$ cat config.mk
export PLATFORM = sky130hd
export DESIGN_NAME = smm_monitor
export DESIGN_NICKNAME = d
export VERILOG_FILES = /design/src/hdl/smm_pkg.sv /design/src/hdl/smm_link_if.sv /design/src/hdl/smm_monitor.sv /design/src/hdl/smm_serial_line.sv
export VERILOG_INCLUDE_DIRS = /design/src /design/src/hdl
export SDC_FILE = /design/constraint.sdc
export NUM_CORES = 1
export LEC_CHECK = 0
export ABC_CLOCK_PERIOD_IN_PS = 3000
export BUFFER_PORTS_ARGS = -buffer_cell sky130_fd_sc_hd__buf_2
export CAP_MARGIN = 20
export CORE_MARGIN = 10
export CORE_UTILIZATION = 38
export CTS_BUF_LIST = sky130_fd_sc_hd__clkbuf_16
export DETAILED_ROUTE_END_ITERATION = 7
export SLEW_MARGIN = 20
export SYNTH_ARGS = -nofsm -noshare
export SYNTH_HDL_FRONTEND = slang
export SYNTH_SLANG_ARGS = --single-unit
$ cat constraint.sdc
create_clock -name clk -period 3 [get_ports clk]
set_clock_uncertainty 0.05 [all_clocks]
set_input_delay 0.15 -clock clk [delete_from_list [all_inputs] [get_ports clk]]
set_output_delay 0.15 -clock clk [all_outputs]
set_load 0.05 [all_outputs]
$ cat src/hdl/smm_regs.svh
/*
  Constants for the serial monitor block: command opcodes, vector and
  security addresses, baud divisors and timing counts.
  Assumes it is included by bare name from the design files.
*/
`ifndef SMM_REGS_SVH
`define SMM_REGS_SVH

`define SMM_OP_WRITE 8'h49
`define SMM_OP_READ 8'h4a
`define SMM_OP_INDEXED_READ_CMD 8'h1a
`define SMM_OP_INDEXED_WRITE_CMD 8'h19
`define SMM_OP_STACK_POINTER_READ_CMD 8'h0c
`define SMM_OP_RUN 8'h28

`define SMM_VEC_RST_USER 16'hfffe
`define SMM_VEC_RST_MON 16'hfefe
`define SMM_VEC_SWI_USER 16'hfffc
`define SMM_VEC_SWI_MON 16'hfefc
`define SMM_SEC_BASE 16'hfff6
`define SMM_SEC_LAST 16'hfffd
`define SMM_SEC_COUNT 4'h8
`define SMM_SEC_FLAG_ADDR 16'h0060
`define SMM_SEC_FLAG_BIT 6
`define SMM_ERASED_BYTE 8'hff
`define SMM_INVALID_BYTE 8'had

`define SMM_CLK_HZ 250000000
`define SMM_BAUD_PLL 9600
`define SMM_REF_DIV 1024
`define SMM_BREAK_BITS 4'h9
`define SMM_BREAK_GAP_BITS 4'h2
`define SMM_DATA_BITS 4'h8

`endif

$ cat src/hdl/smm_pkg.sv
/*
  Types shared by the serial monitor modules.
  Assumes nothing beyond a SystemVerilog compiler.
*/
package smm_pkg;
  typedef enum logic [2:0] {
    SMM_RX_IDLE,
    SMM_RX_DATA,
    SMM_RX_STOP
  } smm_rx_e;

  typedef enum logic [3:0] {
    SMM_C_SEC,
    SMM_C_BRK,
    SMM_C_OP,
    SMM_C_AHI,
    SMM_C_ALO,
    SMM_C_DATA,
    SMM_C_MEM,
    SMM_C_SEND,
    SMM_C_RUN
  } smm_cmd_e;
endpackage

$ cat src/hdl/smm_link_if.sv
/*
  Byte link between the command interpreter and the serial line module.
  Assumes both ends share clk.
*/
interface smm_link_if;
  logic [7:0] rxByte;
  logic rxValid;
  logic rxBreak;
  logic [7:0] txByte;
  logic txSend;
  logic txBreak;
  logic txBusy;

  modport line (output rxByte, output rxValid, output rxBreak,
    input txByte, input txSend, input txBreak, output txBusy);
  modport core (input rxByte, input rxValid, input rxBreak,
    output txByte, output txSend, output txBreak, input txBusy);
endinterface

$ cat src/hdl/smm_monitor.sv
/*
  Serial monitor mode command interpreter with forced entry, security
  check, echo and memory access.
  Assumes a single-cycle memory port and a core that takes vector and
  resume requests from the outputs below.
*/
`include "smm_regs.svh"

module smm_monitor #(
  parameter int CLK_HZ = `SMM_CLK_HZ,
  parameter int PLL_BAUD = `SMM_BAUD_PLL,
  parameter int REF_DIV = `SMM_REF_DIV,
  parameter int REF_CLK_DIV = 2
) (
  // Clock and reset.
  input wire logic clk,
  input wire logic resetn,
  input wire logic powerOnReset,
  // Mode pins.
  input wire logic externalInterruptPinLow,
  input wire logic elevatedTestVoltage,
  // Core vector fetch and control.
  input wire logic resetVectorFetch,
  input wire logic [15:0] resetVectorValue,
  input wire logic romExecAttempt,
  output logic internalReset,
  output logic illegalAddressReset,
  output logic monitorMode,
  output logic watchdogEnable,
  output logic [15:0] resetVectorAddr,
  output logic [15:0] swiVectorAddr,
  output logic returnFromInterrupt,
  input wire logic [7:0] stackPointer,
  // Memory port.
  output logic memRead,
  output logic memWrite,
  output logic [15:0] memAddr,
  output logic [7:0] memWdata,
  input wire logic [7:0] memRdata,
  input wire logic memIsRom,
  // Serial pins.
  input wire logic monitorReceivePin,
  output logic monitorTransmitPin
);

  localparam int TICK_W = 20;
  localparam int PLL_TICKS = CLK_HZ / PLL_BAUD;
  localparam int REF_TICKS = REF_DIV * REF_CLK_DIV;

  // ----------------------------------------------------------------
  // Mode and forced entry.
  // ----------------------------------------------------------------
  logic forced;
  logic voltageEntry;
  logic vectorErased;
  logic bypassPll;
  logic secured;
  logic secFlag;

  assign vectorErased = (resetVectorValue == {2{`SMM_ERASED_BYTE}});

  always_ff @(posedge clk or negedge resetn) begin
    if (!resetn) begin
      internalReset <= 1'b0;
    end else begin
      internalReset <= resetVectorFetch && vectorErased && !forced &&
        !powerOnReset;
    end
  end

  // Forced mode survives every reset except power-on.
  always_ff @(posedge clk) begin
    if (powerOnReset) begin
      forced <= 1'b0;
      bypassPll <= 1'b0;
    end else if (resetVectorFetch && vectorErased && !forced) begin
      forced <= 1'b1;
      bypassPll <= externalInterruptPinLow;
    end
  end

  always_ff @(posedge clk or negedge resetn) begin
    if (!resetn) begin
      voltageEntry <= 1'b0;
    end else begin
      voltageEntry <= elevatedTestVoltage;
    end
  end

  assign monitorMode = forced || voltageEntry;
  // Off while forced or while the high voltage stays.
  assign watchdogEnable = !forced && !elevatedTestVoltage;
  assign resetVectorAddr = monitorMode ? `SMM_VEC_RST_MON
                                       : `SMM_VEC_RST_USER;
  assign swiVectorAddr = monitorMode ? `SMM_VEC_SWI_MON
                                     : `SMM_VEC_SWI_USER;
  assign illegalAddressReset = monitorMode && !secured && romExecAttempt;

  // ----------------------------------------------------------------
  // Serial line.
  // ----------------------------------------------------------------
  smm_link_if link ();
  logic [TICK_W-1:0] bitTicks;

  assign bitTicks = bypassPll ? TICK_W'(REF_TICKS) : TICK_W'(PLL_TICKS);

  smm_serial_line #(
    .TICK_W(TICK_W)
  ) u_line (
    .clk(clk),
    .resetn(resetn),
    .bitTicks(bitTicks),
    .rxPin(monitorReceivePin),
    .txPin(monitorTransmitPin),
    .link(link)
  );

  // ----------------------------------------------------------------
  // Command interpreter.
  // ----------------------------------------------------------------
  smm_pkg::smm_cmd_e state;
  logic [7:0] opcode;
  logic [15:0] addr;
  logic [3:0] secCount;
  logic secMatch;
  logic [1:0] sendLeft;
  logic [7:0] sendByte;
  logic echoPend;
  logic [7:0] echoByte;
  logic brkPend;
  logic [TICK_W+1:0] brkWait;

  assign link.txByte = echoPend ? echoByte : sendByte;
  // Echo goes first so returned data follows it.
  assign link.txSend = !link.txBusy && !link.txBreak &&
    (echoPend || (state == smm_pkg::SMM_C_SEND && sendLeft != 2'h0));
  assign link.txBreak = !link.txBusy && brkPend && brkWait == '0;

  always_ff @(posedge clk or negedge resetn) begin
    if (!resetn) begin
      echoPend <= 1'b0;
      echoByte <= 8'h00;
    end else if (link.rxValid) begin
      echoPend <= 1'b1;
      echoByte <= link.rxByte;
    end else if (link.txSend && echoPend) begin
      echoPend <= 1'b0;
    end
  end

  always_ff @(posedge clk or negedge resetn) begin
    if (!resetn) begin
      brkPend <= 1'b0;
      brkWait <= '0;
    end else if (link.rxBreak) begin
      brkPend <= 1'b1;
      brkWait <= (TICK_W+2)'(bitTicks) * (TICK_W+2)'(`SMM_BREAK_GAP_BITS);
    end else if (state == smm_pkg::SMM_C_BRK && !brkPend) begin
      brkPend <= 1'b1;
      brkWait <= '0;
    end else if (link.txBreak) begin
      brkPend <= 1'b0;
    end else if (brkWait != '0) begin
      brkWait <= brkWait - (TICK_W+2)'(1);
    end
  end

  // Security state is kept through non power-on resets.
  always_ff @(posedge clk) begin
    if (powerOnReset) begin
      secured <= 1'b0;
      secFlag <= 1'b0;
    end else if (state == smm_pkg::SMM_C_BRK && secMatch) begin
      secured <= 1'b1;
      secFlag <= 1'b1;
    end
  end

  always_ff @(posedge clk or negedge resetn) begin
    if (!resetn) begin
      state <= smm_pkg::SMM_C_SEC;
      opcode <= 8'h00;
      addr <= 16'h0000;
      secCount <= 4'h0;
      secMatch <= 1'b1;
      sendLeft <= 2'h0;
      sendByte <= 8'h00;
      returnFromInterrupt <= 1'b0;
    end else begin
      returnFromInterrupt <= 1'b0;
      case (state)
        smm_pkg::SMM_C_SEC: begin
          if (secured && monitorMode) begin
            state <= smm_pkg::SMM_C_BRK;
          end else if (!monitorMode) begin
            secCount <= 4'h0;
          end else if (link.rxValid) begin
            if (link.rxByte != memRdata) begin
              secMatch <= 1'b0;
            end
            if (secCount == `SMM_SEC_COUNT - 4'h1) begin
              state <= smm_pkg::SMM_C_BRK;
            end
            secCount <= secCount + 4'h1;
          end
        end
        smm_pkg::SMM_C_BRK: begin
          state <= smm_pkg::SMM_C_OP;
        end
        smm_pkg::SMM_C_OP: begin
          if (link.rxValid) begin
            opcode <= link.rxByte;
            case (link.rxByte)
              `SMM_OP_WRITE, `SMM_OP_READ: state <= smm_pkg::SMM_C_AHI;
              `SMM_OP_INDEXED_WRITE_CMD: state <= smm_pkg::SMM_C_DATA;
              `SMM_OP_INDEXED_READ_CMD: begin
                addr <= addr + 16'h0001;
                sendLeft <= 2'h2;
                state <= smm_pkg::SMM_C_MEM;
              end
              `SMM_OP_STACK_POINTER_READ_CMD: begin
                sendByte <= stackPointer;
                sendLeft <= 2'h1;
                state <= smm_pkg::SMM_C_SEND;
              end
              `SMM_OP_RUN: state <= smm_pkg::SMM_C_RUN;
              default: state <= smm_pkg::SMM_C_OP;
            endcase
          end
        end
        smm_pkg::SMM_C_AHI: begin
          if (link.rxValid) begin
            addr[15:8] <= link.rxByte;
            state <= smm_pkg::SMM_C_ALO;
          end
        end
        smm_pkg::SMM_C_ALO: begin
          if (link.rxValid) begin
            addr[7:0] <= link.rxByte;
            if (opcode == `SMM_OP_READ) begin
              sendLeft <= 2'h1;
              state <= smm_pkg::SMM_C_MEM;
            end else begin
              state <= smm_pkg::SMM_C_DATA;
            end
          end
        end
        smm_pkg::SMM_C_DATA: begin
          if (link.rxValid) begin
            if (opcode == `SMM_OP_INDEXED_WRITE_CMD) begin
              addr <= addr + 16'h0001;
            end
            state <= smm_pkg::SMM_C_OP;
          end
        end
        smm_pkg::SMM_C_MEM: begin
          sendByte <= (memIsRom && !secured) ? `SMM_INVALID_BYTE
                                             : memRdata;
          state <= smm_pkg::SMM_C_SEND;
        end
        smm_pkg::SMM_C_SEND: begin
          if (link.txSend && !echoPend) begin
            if (sendLeft == 2'h1) begin
              sendLeft <= 2'h0;
              state <= smm_pkg::SMM_C_OP;
            end else begin
              sendLeft <= sendLeft - 2'h1;
              addr <= addr + 16'h0001;
              state <= smm_pkg::SMM_C_MEM;
            end
          end
        end
        smm_pkg::SMM_C_RUN: begin
          if (!echoPend && !link.txBusy) begin
            returnFromInterrupt <= 1'b1;
            state <= smm_pkg::SMM_C_OP;
          end
        end
        default: state <= smm_pkg::SMM_C_OP;
      endcase
    end
  end

  // ----------------------------------------------------------------
  // Memory port.
  // ----------------------------------------------------------------
  logic writeNow;

  assign writeNow = state == smm_pkg::SMM_C_DATA && link.rxValid;
  assign memWrite = writeNow || state == smm_pkg::SMM_C_BRK;
  assign memRead = state == smm_pkg::SMM_C_SEC ||
                   state == smm_pkg::SMM_C_MEM;

  always_comb begin
    memAddr = addr;
    memWdata = link.rxByte;
    if (state == smm_pkg::SMM_C_SEC) begin
      memAddr = `SMM_SEC_BASE + {12'h000, secCount};
    end else if (state == smm_pkg::SMM_C_BRK) begin
      memAddr = `SMM_SEC_FLAG_ADDR;
      memWdata = 8'h00;
      memWdata[`SMM_SEC_FLAG_BIT] = secMatch || secFlag;
    end else if (writeNow && opcode == `SMM_OP_INDEXED_WRITE_CMD) begin
      memAddr = addr + 16'h0001;
    end
  end

endmodule

$ cat src/hdl/smm_serial_line.sv
/*
  NRZ serial receiver and transmitter with break detection.
  Assumes the receive pin is synchronous to clk and bitTicks is stable.
*/
`include "smm_regs.svh"

module smm_serial_line #(
  parameter int TICK_W = 20
) (
  // Clock and reset.
  input wire logic clk,
  input wire logic resetn,
  // Bit time in clocks.
  input wire logic [TICK_W-1:0] bitTicks,
  // Pins.
  input wire logic rxPin,
  output logic txPin,
  // Byte side.
  smm_link_if.line link
);

  // ----------------------------------------------------------------
  // Receiver.
  // ----------------------------------------------------------------
  smm_pkg::smm_rx_e rxState;
  logic [TICK_W-1:0] rxCnt;
  logic [3:0] rxBit;
  logic [7:0] rxShift;
  logic rxAllLow;
  logic [TICK_W-1:0] halfTicks;
  logic rxLast;

  assign halfTicks = bitTicks >> 1;

  always_ff @(posedge clk or negedge resetn) begin
    if (!resetn) begin
      rxState <= smm_pkg::SMM_RX_IDLE;
      rxCnt <= '0;
      rxBit <= 4'h0;
      rxShift <= 8'h00;
      rxAllLow <= 1'b0;
      rxLast <= 1'b1;
      link.rxByte <= 8'h00;
      link.rxValid <= 1'b0;
      link.rxBreak <= 1'b0;
    end else begin
      link.rxValid <= 1'b0;
      link.rxBreak <= 1'b0;
      rxLast <= rxPin;
      case (rxState)
        smm_pkg::SMM_RX_IDLE: begin
          rxCnt <= halfTicks;
          rxBit <= 4'h0;
          rxAllLow <= 1'b1;
          // Only a falling edge starts a frame, so the low tail of a
          // break is not taken for a new start bit.
          if (rxLast && !rxPin) begin
            rxState <= smm_pkg::SMM_RX_DATA;
          end
        end
        smm_pkg::SMM_RX_DATA: begin
          if (rxCnt == '0) begin
            rxCnt <= bitTicks - TICK_W'(1);
            if (rxBit != 4'h0) begin
              // LSB first.
              rxShift <= {rxPin, rxShift[7:1]};
              if (rxPin) begin
                rxAllLow <= 1'b0;
              end
            end
            if (rxBit == `SMM_DATA_BITS) begin
              rxState <= smm_pkg::SMM_RX_STOP;
            end
            rxBit <= rxBit + 4'h1;
          end else begin
            rxCnt <= rxCnt - TICK_W'(1);
          end
        end
        smm_pkg::SMM_RX_STOP: begin
          if (rxCnt == '0) begin
            // Start plus nine low bits is a break.
            if (!rxPin && rxAllLow) begin
              link.rxBreak <= 1'b1;
            end else if (rxPin) begin
              link.rxByte <= rxShift;
              link.rxValid <= 1'b1;
            end
            rxState <= smm_pkg::SMM_RX_IDLE;
          end else begin
            rxCnt <= rxCnt - TICK_W'(1);
          end
        end
        default: rxState <= smm_pkg::SMM_RX_IDLE;
      endcase
    end
  end

  // ----------------------------------------------------------------
  // Transmitter.
  // ----------------------------------------------------------------
  logic [9:0] txShift;
  logic [3:0] txLeft;
  logic [TICK_W-1:0] txCnt;

  assign link.txBusy = (txLeft != 4'h0);

  always_ff @(posedge clk or negedge resetn) begin
    if (!resetn) begin
      txShift <= 10'h3ff;
      txLeft <= 4'h0;
      txCnt <= '0;
      txPin <= 1'b1;
    end else if (txLeft == 4'h0) begin
      txPin <= 1'b1;
      if (link.txSend || link.txBreak) begin
        // Break is ten zeros, else start, data, stop.
        txShift <= link.txBreak ? 10'h000 : {1'b1, link.txByte, 1'b0};
        // The eleventh step ends the tenth bit, so the stop bit is held for a whole bit time.
        txLeft <= 4'hb;
        txCnt <= '0;
      end
    end else if (txCnt == '0) begin
      txPin <= txShift[0];
      txShift <= {1'b1, txShift[9:1]};
      txCnt <= bitTicks - TICK_W'(1);
      txLeft <= txLeft - 4'h1;
    end else begin
      txCnt <= txCnt - TICK_W'(1);
    end
  end

endmodule

# ---- After elaboration in Yosys (flattened, before gate mapping)
# Index checks and enable logic that the tools add are counted.
dict set report totals {
  wordCells 254
  mem_bits_ro 0
  regBits 163
  mem_bits_rw 0
  mem_count 0
  latch_bits 0
  in_bits 41
  output_inout_bits 64
}
dict set report op_classes {
  add_sub_neg 10
  n_mux 89
  n_reduce_logical 74
  n_div 0
  multipliers 0
  eq_ne 48
  magnitude_cmp 0
  shifts 0
  bitwise 2
}
# cell n
set op_table {}
lappend op_table {{two-way mux 16 bit} 9}
lappend op_table {{two-way mux 20 bit} 5}
lappend op_table {{two-way mux 22 bit} 4}
lappend op_table {{two-way mux 4 bit} 16}
lappend op_table {{case mux 8 bit (4 select lines)} 2}
lappend op_table {{case mux 20 bit (3 select lines)} 1}
lappend op_table {{two-way mux 8 bit} 7}
lappend op_table {{logical NOT 20 bit} 2}
lappend op_table {{two-way mux 10 bit} 4}
lappend op_table {{subtractor 20 x 1 -> 20 bit, second input constant} 2}
lappend op_table {{case mux 4 bit (8 select lines)} 1}
lappend op_table {{!= test 2 x 1 -> 1 bit, second input constant} 13}
lappend op_table {{== test 8 x 5 -> 1 bit, second input constant} 3}
lappend op_table {{== test 8 x 7 -> 1 bit, second input constant} 3}
lappend op_table {{logical AND 1 bit} 22}
lappend op_table {{logical NOT 22 bit} 1}
lappend op_table {{nonzero test 22 bit} 1}
lappend op_table {{subtractor 22 x 1 -> 22 bit, second input constant} 1}
lappend op_table {{== test 4 x 3 -> 1 bit, second input constant} 5}
lappend op_table {{case mux 4 bit (5 select lines)} 1}
lappend op_table {{two-way mux 1 bit} 19}
lappend op_table {{two-way mux 9 bit} 2}
lappend op_table {{adder 16 x 1 -> 16 bit, second input constant} 1}
lappend op_table {{== test 16 bit, second input constant} 1}
lappend op_table {{other kinds (43)} 97}

# ---- Longest topological paths before layout
dict set report depth {
  ltp_word 10
  ltp_mapped 9
  depth_no_buf 7
}

# ---- By module
# A second synthesis with hierarchy kept.
dict set report unflattened {
  cells_unflattened 1238
  area_unflattened_um2 10782.8
}
# module cells_per_inst seq_area_each_um2 area_per_inst_um2 n_inst
set modules_own_cells {}
lappend modules_own_cells {smm_monitor 672 2013.2 5729.2 1}
lappend modules_own_cells {smm_serial_line 566 2042.0 5053.6 1}

# ---- Worst setup path before layout
# Ideal clock, no wire load.
dict set report synth_path {
  kind {register -> output}
  startpoint {reg state[0]}
  endpoint {out memWrite}
  arrival_ns 3.402
  required_time_ns 2.800
  path_buffers 2
  path_stages_with_launch 5
  path_slack_ns -0.602
  path_cell_list {dfrtp_1 clkbuf_1 clkbuf_1 inv_1 a2111oi_0}
}
dict set report synth_between {
  elab_chain_cells 3
  word_cells_on_any_way 4
  cone_classes {eq/ne: 2; reduce/logical: 2}
}
# item line_no
set synth_lines {}
lappend synth_lines {{start: declaration} smm_monitor.sv:121} ;# smm_pkg::smm_cmd_e state;
lappend synth_lines {{start signal: assignment} smm_monitor.sv:181} ;# state <= smm_pkg::SMM_C_SEC;
lappend synth_lines {{start signal: assignment} smm_monitor.sv:194} ;# state <= smm_pkg::SMM_C_BRK;
lappend synth_lines {{start signal: assignment} smm_monitor.sv:202} ;# state <= smm_pkg::SMM_C_BRK;
lappend synth_lines {{== test 4 x 3 -> 1 bit} smm_monitor.sv:289} ;# assign writeNow = state == smm_pkg::SMM_C_DATA && link.rxValid;
lappend synth_lines {{logical AND 1 bit} smm_monitor.sv:289}
lappend synth_lines {{logical OR 1 bit (*)} smm_monitor.sv:290} ;# assign memWrite = writeNow || state == smm_pkg::SMM_C_BRK;
lappend synth_lines {{end: declaration} smm_monitor.sv:36} ;# output logic memWrite,
# Mark *: on every way between the ends. The rest lies on a longest branch, timed or not.

# ---- Worst setup path after layout
dict set report layout_path {
  startpoint {reg opcode[2]}
  endpoint {out memAddr[15]}
}
dict set report layout_between {
  elab_chain_cells 5
}
# item line_no
set layout_lines {}
lappend layout_lines {{start: declaration} smm_monitor.sv:122} ;# logic [7:0] opcode;
lappend layout_lines {{start signal: assignment} smm_monitor.sv:212} ;# opcode <= link.rxByte;
lappend layout_lines {{== test 8 x 5 -> 1 bit (no line)} -}
lappend layout_lines {{logical AND 1 bit (no line)} -}
lappend layout_lines {{two-way mux 16 bit} smm_monitor.sv:303} ;# end else if (writeNow && opcode == `SMM_OP_INDEXED_WRITE_CMD) begin
lappend layout_lines {{two-way mux 16 bit} smm_monitor.sv:299} ;# end else if (state == smm_pkg::SMM_C_BRK) begin
lappend layout_lines {{two-way mux 16 bit} smm_monitor.sv:297} ;# if (state == smm_pkg::SMM_C_SEC) begin
lappend layout_lines {{end: declaration} smm_monitor.sv:37} ;# output logic [15:0] memAddr,
# Every way passes these cells.

==> results.yml <==
outcome:
  status: "completed"
synthesis:
  syn_avg_cell_area_um2: 9.01
  synth_top_flop_cell: "dfrtp_1"
  synth.cells.most_frequent: "dfrtp_1 (146), nand2_1 (93), o21ai_0 (82), nor2_1 (79), a21oi_1 (58)"
  async_reset_ff_share_pct: 98.1
  ys_types: 81
  yosysMostFrequentCell: "dfrtp_1"
  synth_seq_area_share_pct: 39.9
  synth_area_leaders: "dfrtp_1 (36%), mux2_2 (5.4%), o21ai_0 (4.0%)"
  synth_cells: 1127
  ys_warn_count: 0
  yosysTopAreaCellShare_pct: 36.0
  ys_ff_latch: 162
  syn_area_um2: 10200
  synth_largest_area_cell: "dfrtp_1"
  synth_edf_count: 0
layout:
  final_nets: 1277
  regArea_um2: 4060
  area_growth_pct: 15.1
  final_cell_area_um2: 11700
  diodes: 0
  multi_input_area_um2: 5580
  drive_gt1_share_pct: 19.9
  nFillCells: 2508
placed_design:
  place_hpwl_mm: 19.4
  port_buffers: 74
  gp_congestion: 0.889
  placed_cell_area_um2: 10900
  dp_slack_ns: 0.444
cts:
  cts_setup_buffers: 0
  numCtsBuffers: 17
  htree_num_levels: 4
  insertion_delay_ns: 0.44
  clock_path_buffers: 2
  cts_root_buf: "clkbuf_16"
  clock_sinks: 162
  path_clk_slew_ns: 0.07
  cts_tree: "built"
critical_path:
  end_kind: "primary output"
  reg2reg_from: "brkWait[16]"
  critical_path_class: "flop to primary output"
  arrival_ns: 2.57
  crit_required_ns: 2.80
  crit_path_start_kind: "flop"
  cp_max_fo: 16
  startpoint: "opcode[2]"
timing:
  max-slew-margin-rel_pct: 42.7
  final-setup-viol-count: 0
  finalMaxSlewViolations: 0
  grt_setup_unrepaired: "no"
  fin_crit_ns: 2.77
  setup_slack_ns: 0.232
  fmax_mhz: 361
  fin_crit_sh_pct: 92.3
  worst_slew_pin_slew_ns: 0.854
  tns_ns: 0
  hold_violations: 0
global_routing:
  antenna_found_initial: 0
  grt_overflow_total: 0
  grt_use_total_pct: 16.4
  grt_max_degree: 68
  grt_pass1_wl_mm: 45.5
  grt_pass1_vias: 8562
power:
  powerDensity_nw_per_um2: 875
  peakVddDrop_uv: 463
  leakage_nw: 5.25
floorplan:
  io_pins: 105
  fp.dieW_um: 183
  die-area_um2: 33700
  coreArea_um2: 26200
  die_h_um: 183
  fp-row-count: 59
  initial_utilization_pct: 38.7
hold_path:
  worstHoldStart: "stackPointer[4]"
  holdCritPathClass: "input pin to flop"
routing:
  viasPerCell: 5.66
  wirelength_mm: 27.7
  vias: 8855
  drc: 0
  wl_per_cell_um: 17.7
  drtPass1Iterations: 5
  ant_nets: 0
  drt_iter0_markers: 768
job:
  cap_violations: 0
## cell usage in the layout (no fill, tap or decap), drive strengths merged, types with 18 or more instances in the layout
cell type and n:
a21oi 60, a31oi 33, buf 119, conb 30, dfrtp 146, ha 20
inv 53, mux2 49, nand2 93, nand2b 18, nand3 28, nand4 23
nor2 80, nor3 49, nor4 23, o21ai 84, o22ai 20, xnor2 18
xor2 21
## power by group
part	switching, W	internal (W)
logic	0.00294	0.00163
registers	0.000533	0.00275
clock network	0.00104	0.00134
total	0.00450	0.00572
## cells by family (layout without fill, tap and decap cells)
| kind of cell | count (synthesis) | count (layout) | share of synthesized area (%) |
|---|---|---|---|
| and+or+nand+nor | 398 | 398 | 21.0 |
| AOI/OAI and AO/OA | 306 | 306 | 19.8 |
| DFF | 162 | 162 | 39.9 |
| buffers and inverters | 134 | 208 | 6.32 |
| muxes | 66 | 66 | 7.11 |
| xor gates and xnor gates | 39 | 39 | 3.36 |
| adders and majority gates | 20 | 20 | 2.46 |
| other | 2 | 30 | 0.0740 |
## state kept, by name, indices dropped and copies added (netlist names), 2 cells and up
| signal | flops |
|---|---|
| state | 4 |
| u_line.rxShift | 8 |
| sendLeft | 2 |
| u_line.txLeft | 4 |
| u_line.link.rxByte | 8 |
| opcode | 8 |
| brkWait | 22 |
| u_line.txShift | 10 |
| u_line.rxCnt | 20 |
| secCount | 4 |
| u_line.txCnt | 20 |
| addr | 16 |
| sendByte | 8 |
| echoByte | 8 |
| u_line.rxState | 2 |
| u_line.rxBit | 4 |
## timing repair
item,in CTS,in global routing
hold buffers,11,0
setup endpoints to repair,0,13
hold endpoints to repair,63,0
gates resized for setup,0,2
## worst paths after layout
kind                       slack [ns]               end  depth (start not counted)
max                              0.23       memAddr[15]                          7
min                              0.01       sendByte[4]                          4
max reg2reg                      0.40        brkWait[6]                          5
min reg2reg                      0.43  u_line.rxCnt[17]                          1
max in group asynchronous        1.78          state[3]                          3
min in group asynchronous        0.18   u_line.txCnt[2]                          2
## worst max-delay path, stage by stage, from the launching register on
cell and delay [ns]:
dfrtp_1 0.39, nor4b_2 0.46, nand4_1 0.14, buf_4 0.23, nor4_1 0.36, xnor2_1 0.09
o21ai_0 0.16, buf_2 0.29
## through the flow
step	utilization, %	cells	hold WS (ns)	power (W)
after global routing	44.6	1564	0.0240	0.0109
after floorplan	-	1155	-0.196	0.00669
after global placement	41.8	1521	0.0902	0.00778
final	44.6	1564	0.0145	0.0102
after CTS	44.6	1564	0.00726	0.0103
after detailed placement	41.8	1521	0.0952	0.00784
## layer usage
layer / GRT usage, % / part of all wire, % / wire (µm) / up-vias
li1: - / - / - / 4290
met1: 21.6 / 46 / 12600 / 4261
met2: 26.8 / 47 / 13100 / 261
met3: 3.20 / 5.4 / 1490 / 43
met4: 4.72 / 1.6 / 444 / 0
met5: 0 / 0 / 0 / -
## cell type report
cell class,count,share of cell area [%]
clock buffer,17,3.64
clock inverter,15,1.68
inverter,46,1.48
multi-input combinational,859,47.8
sequential,162,34.7
tap,335,3.59
timing repair buffer,130,7.16
(Power assumes the default switching activity.)
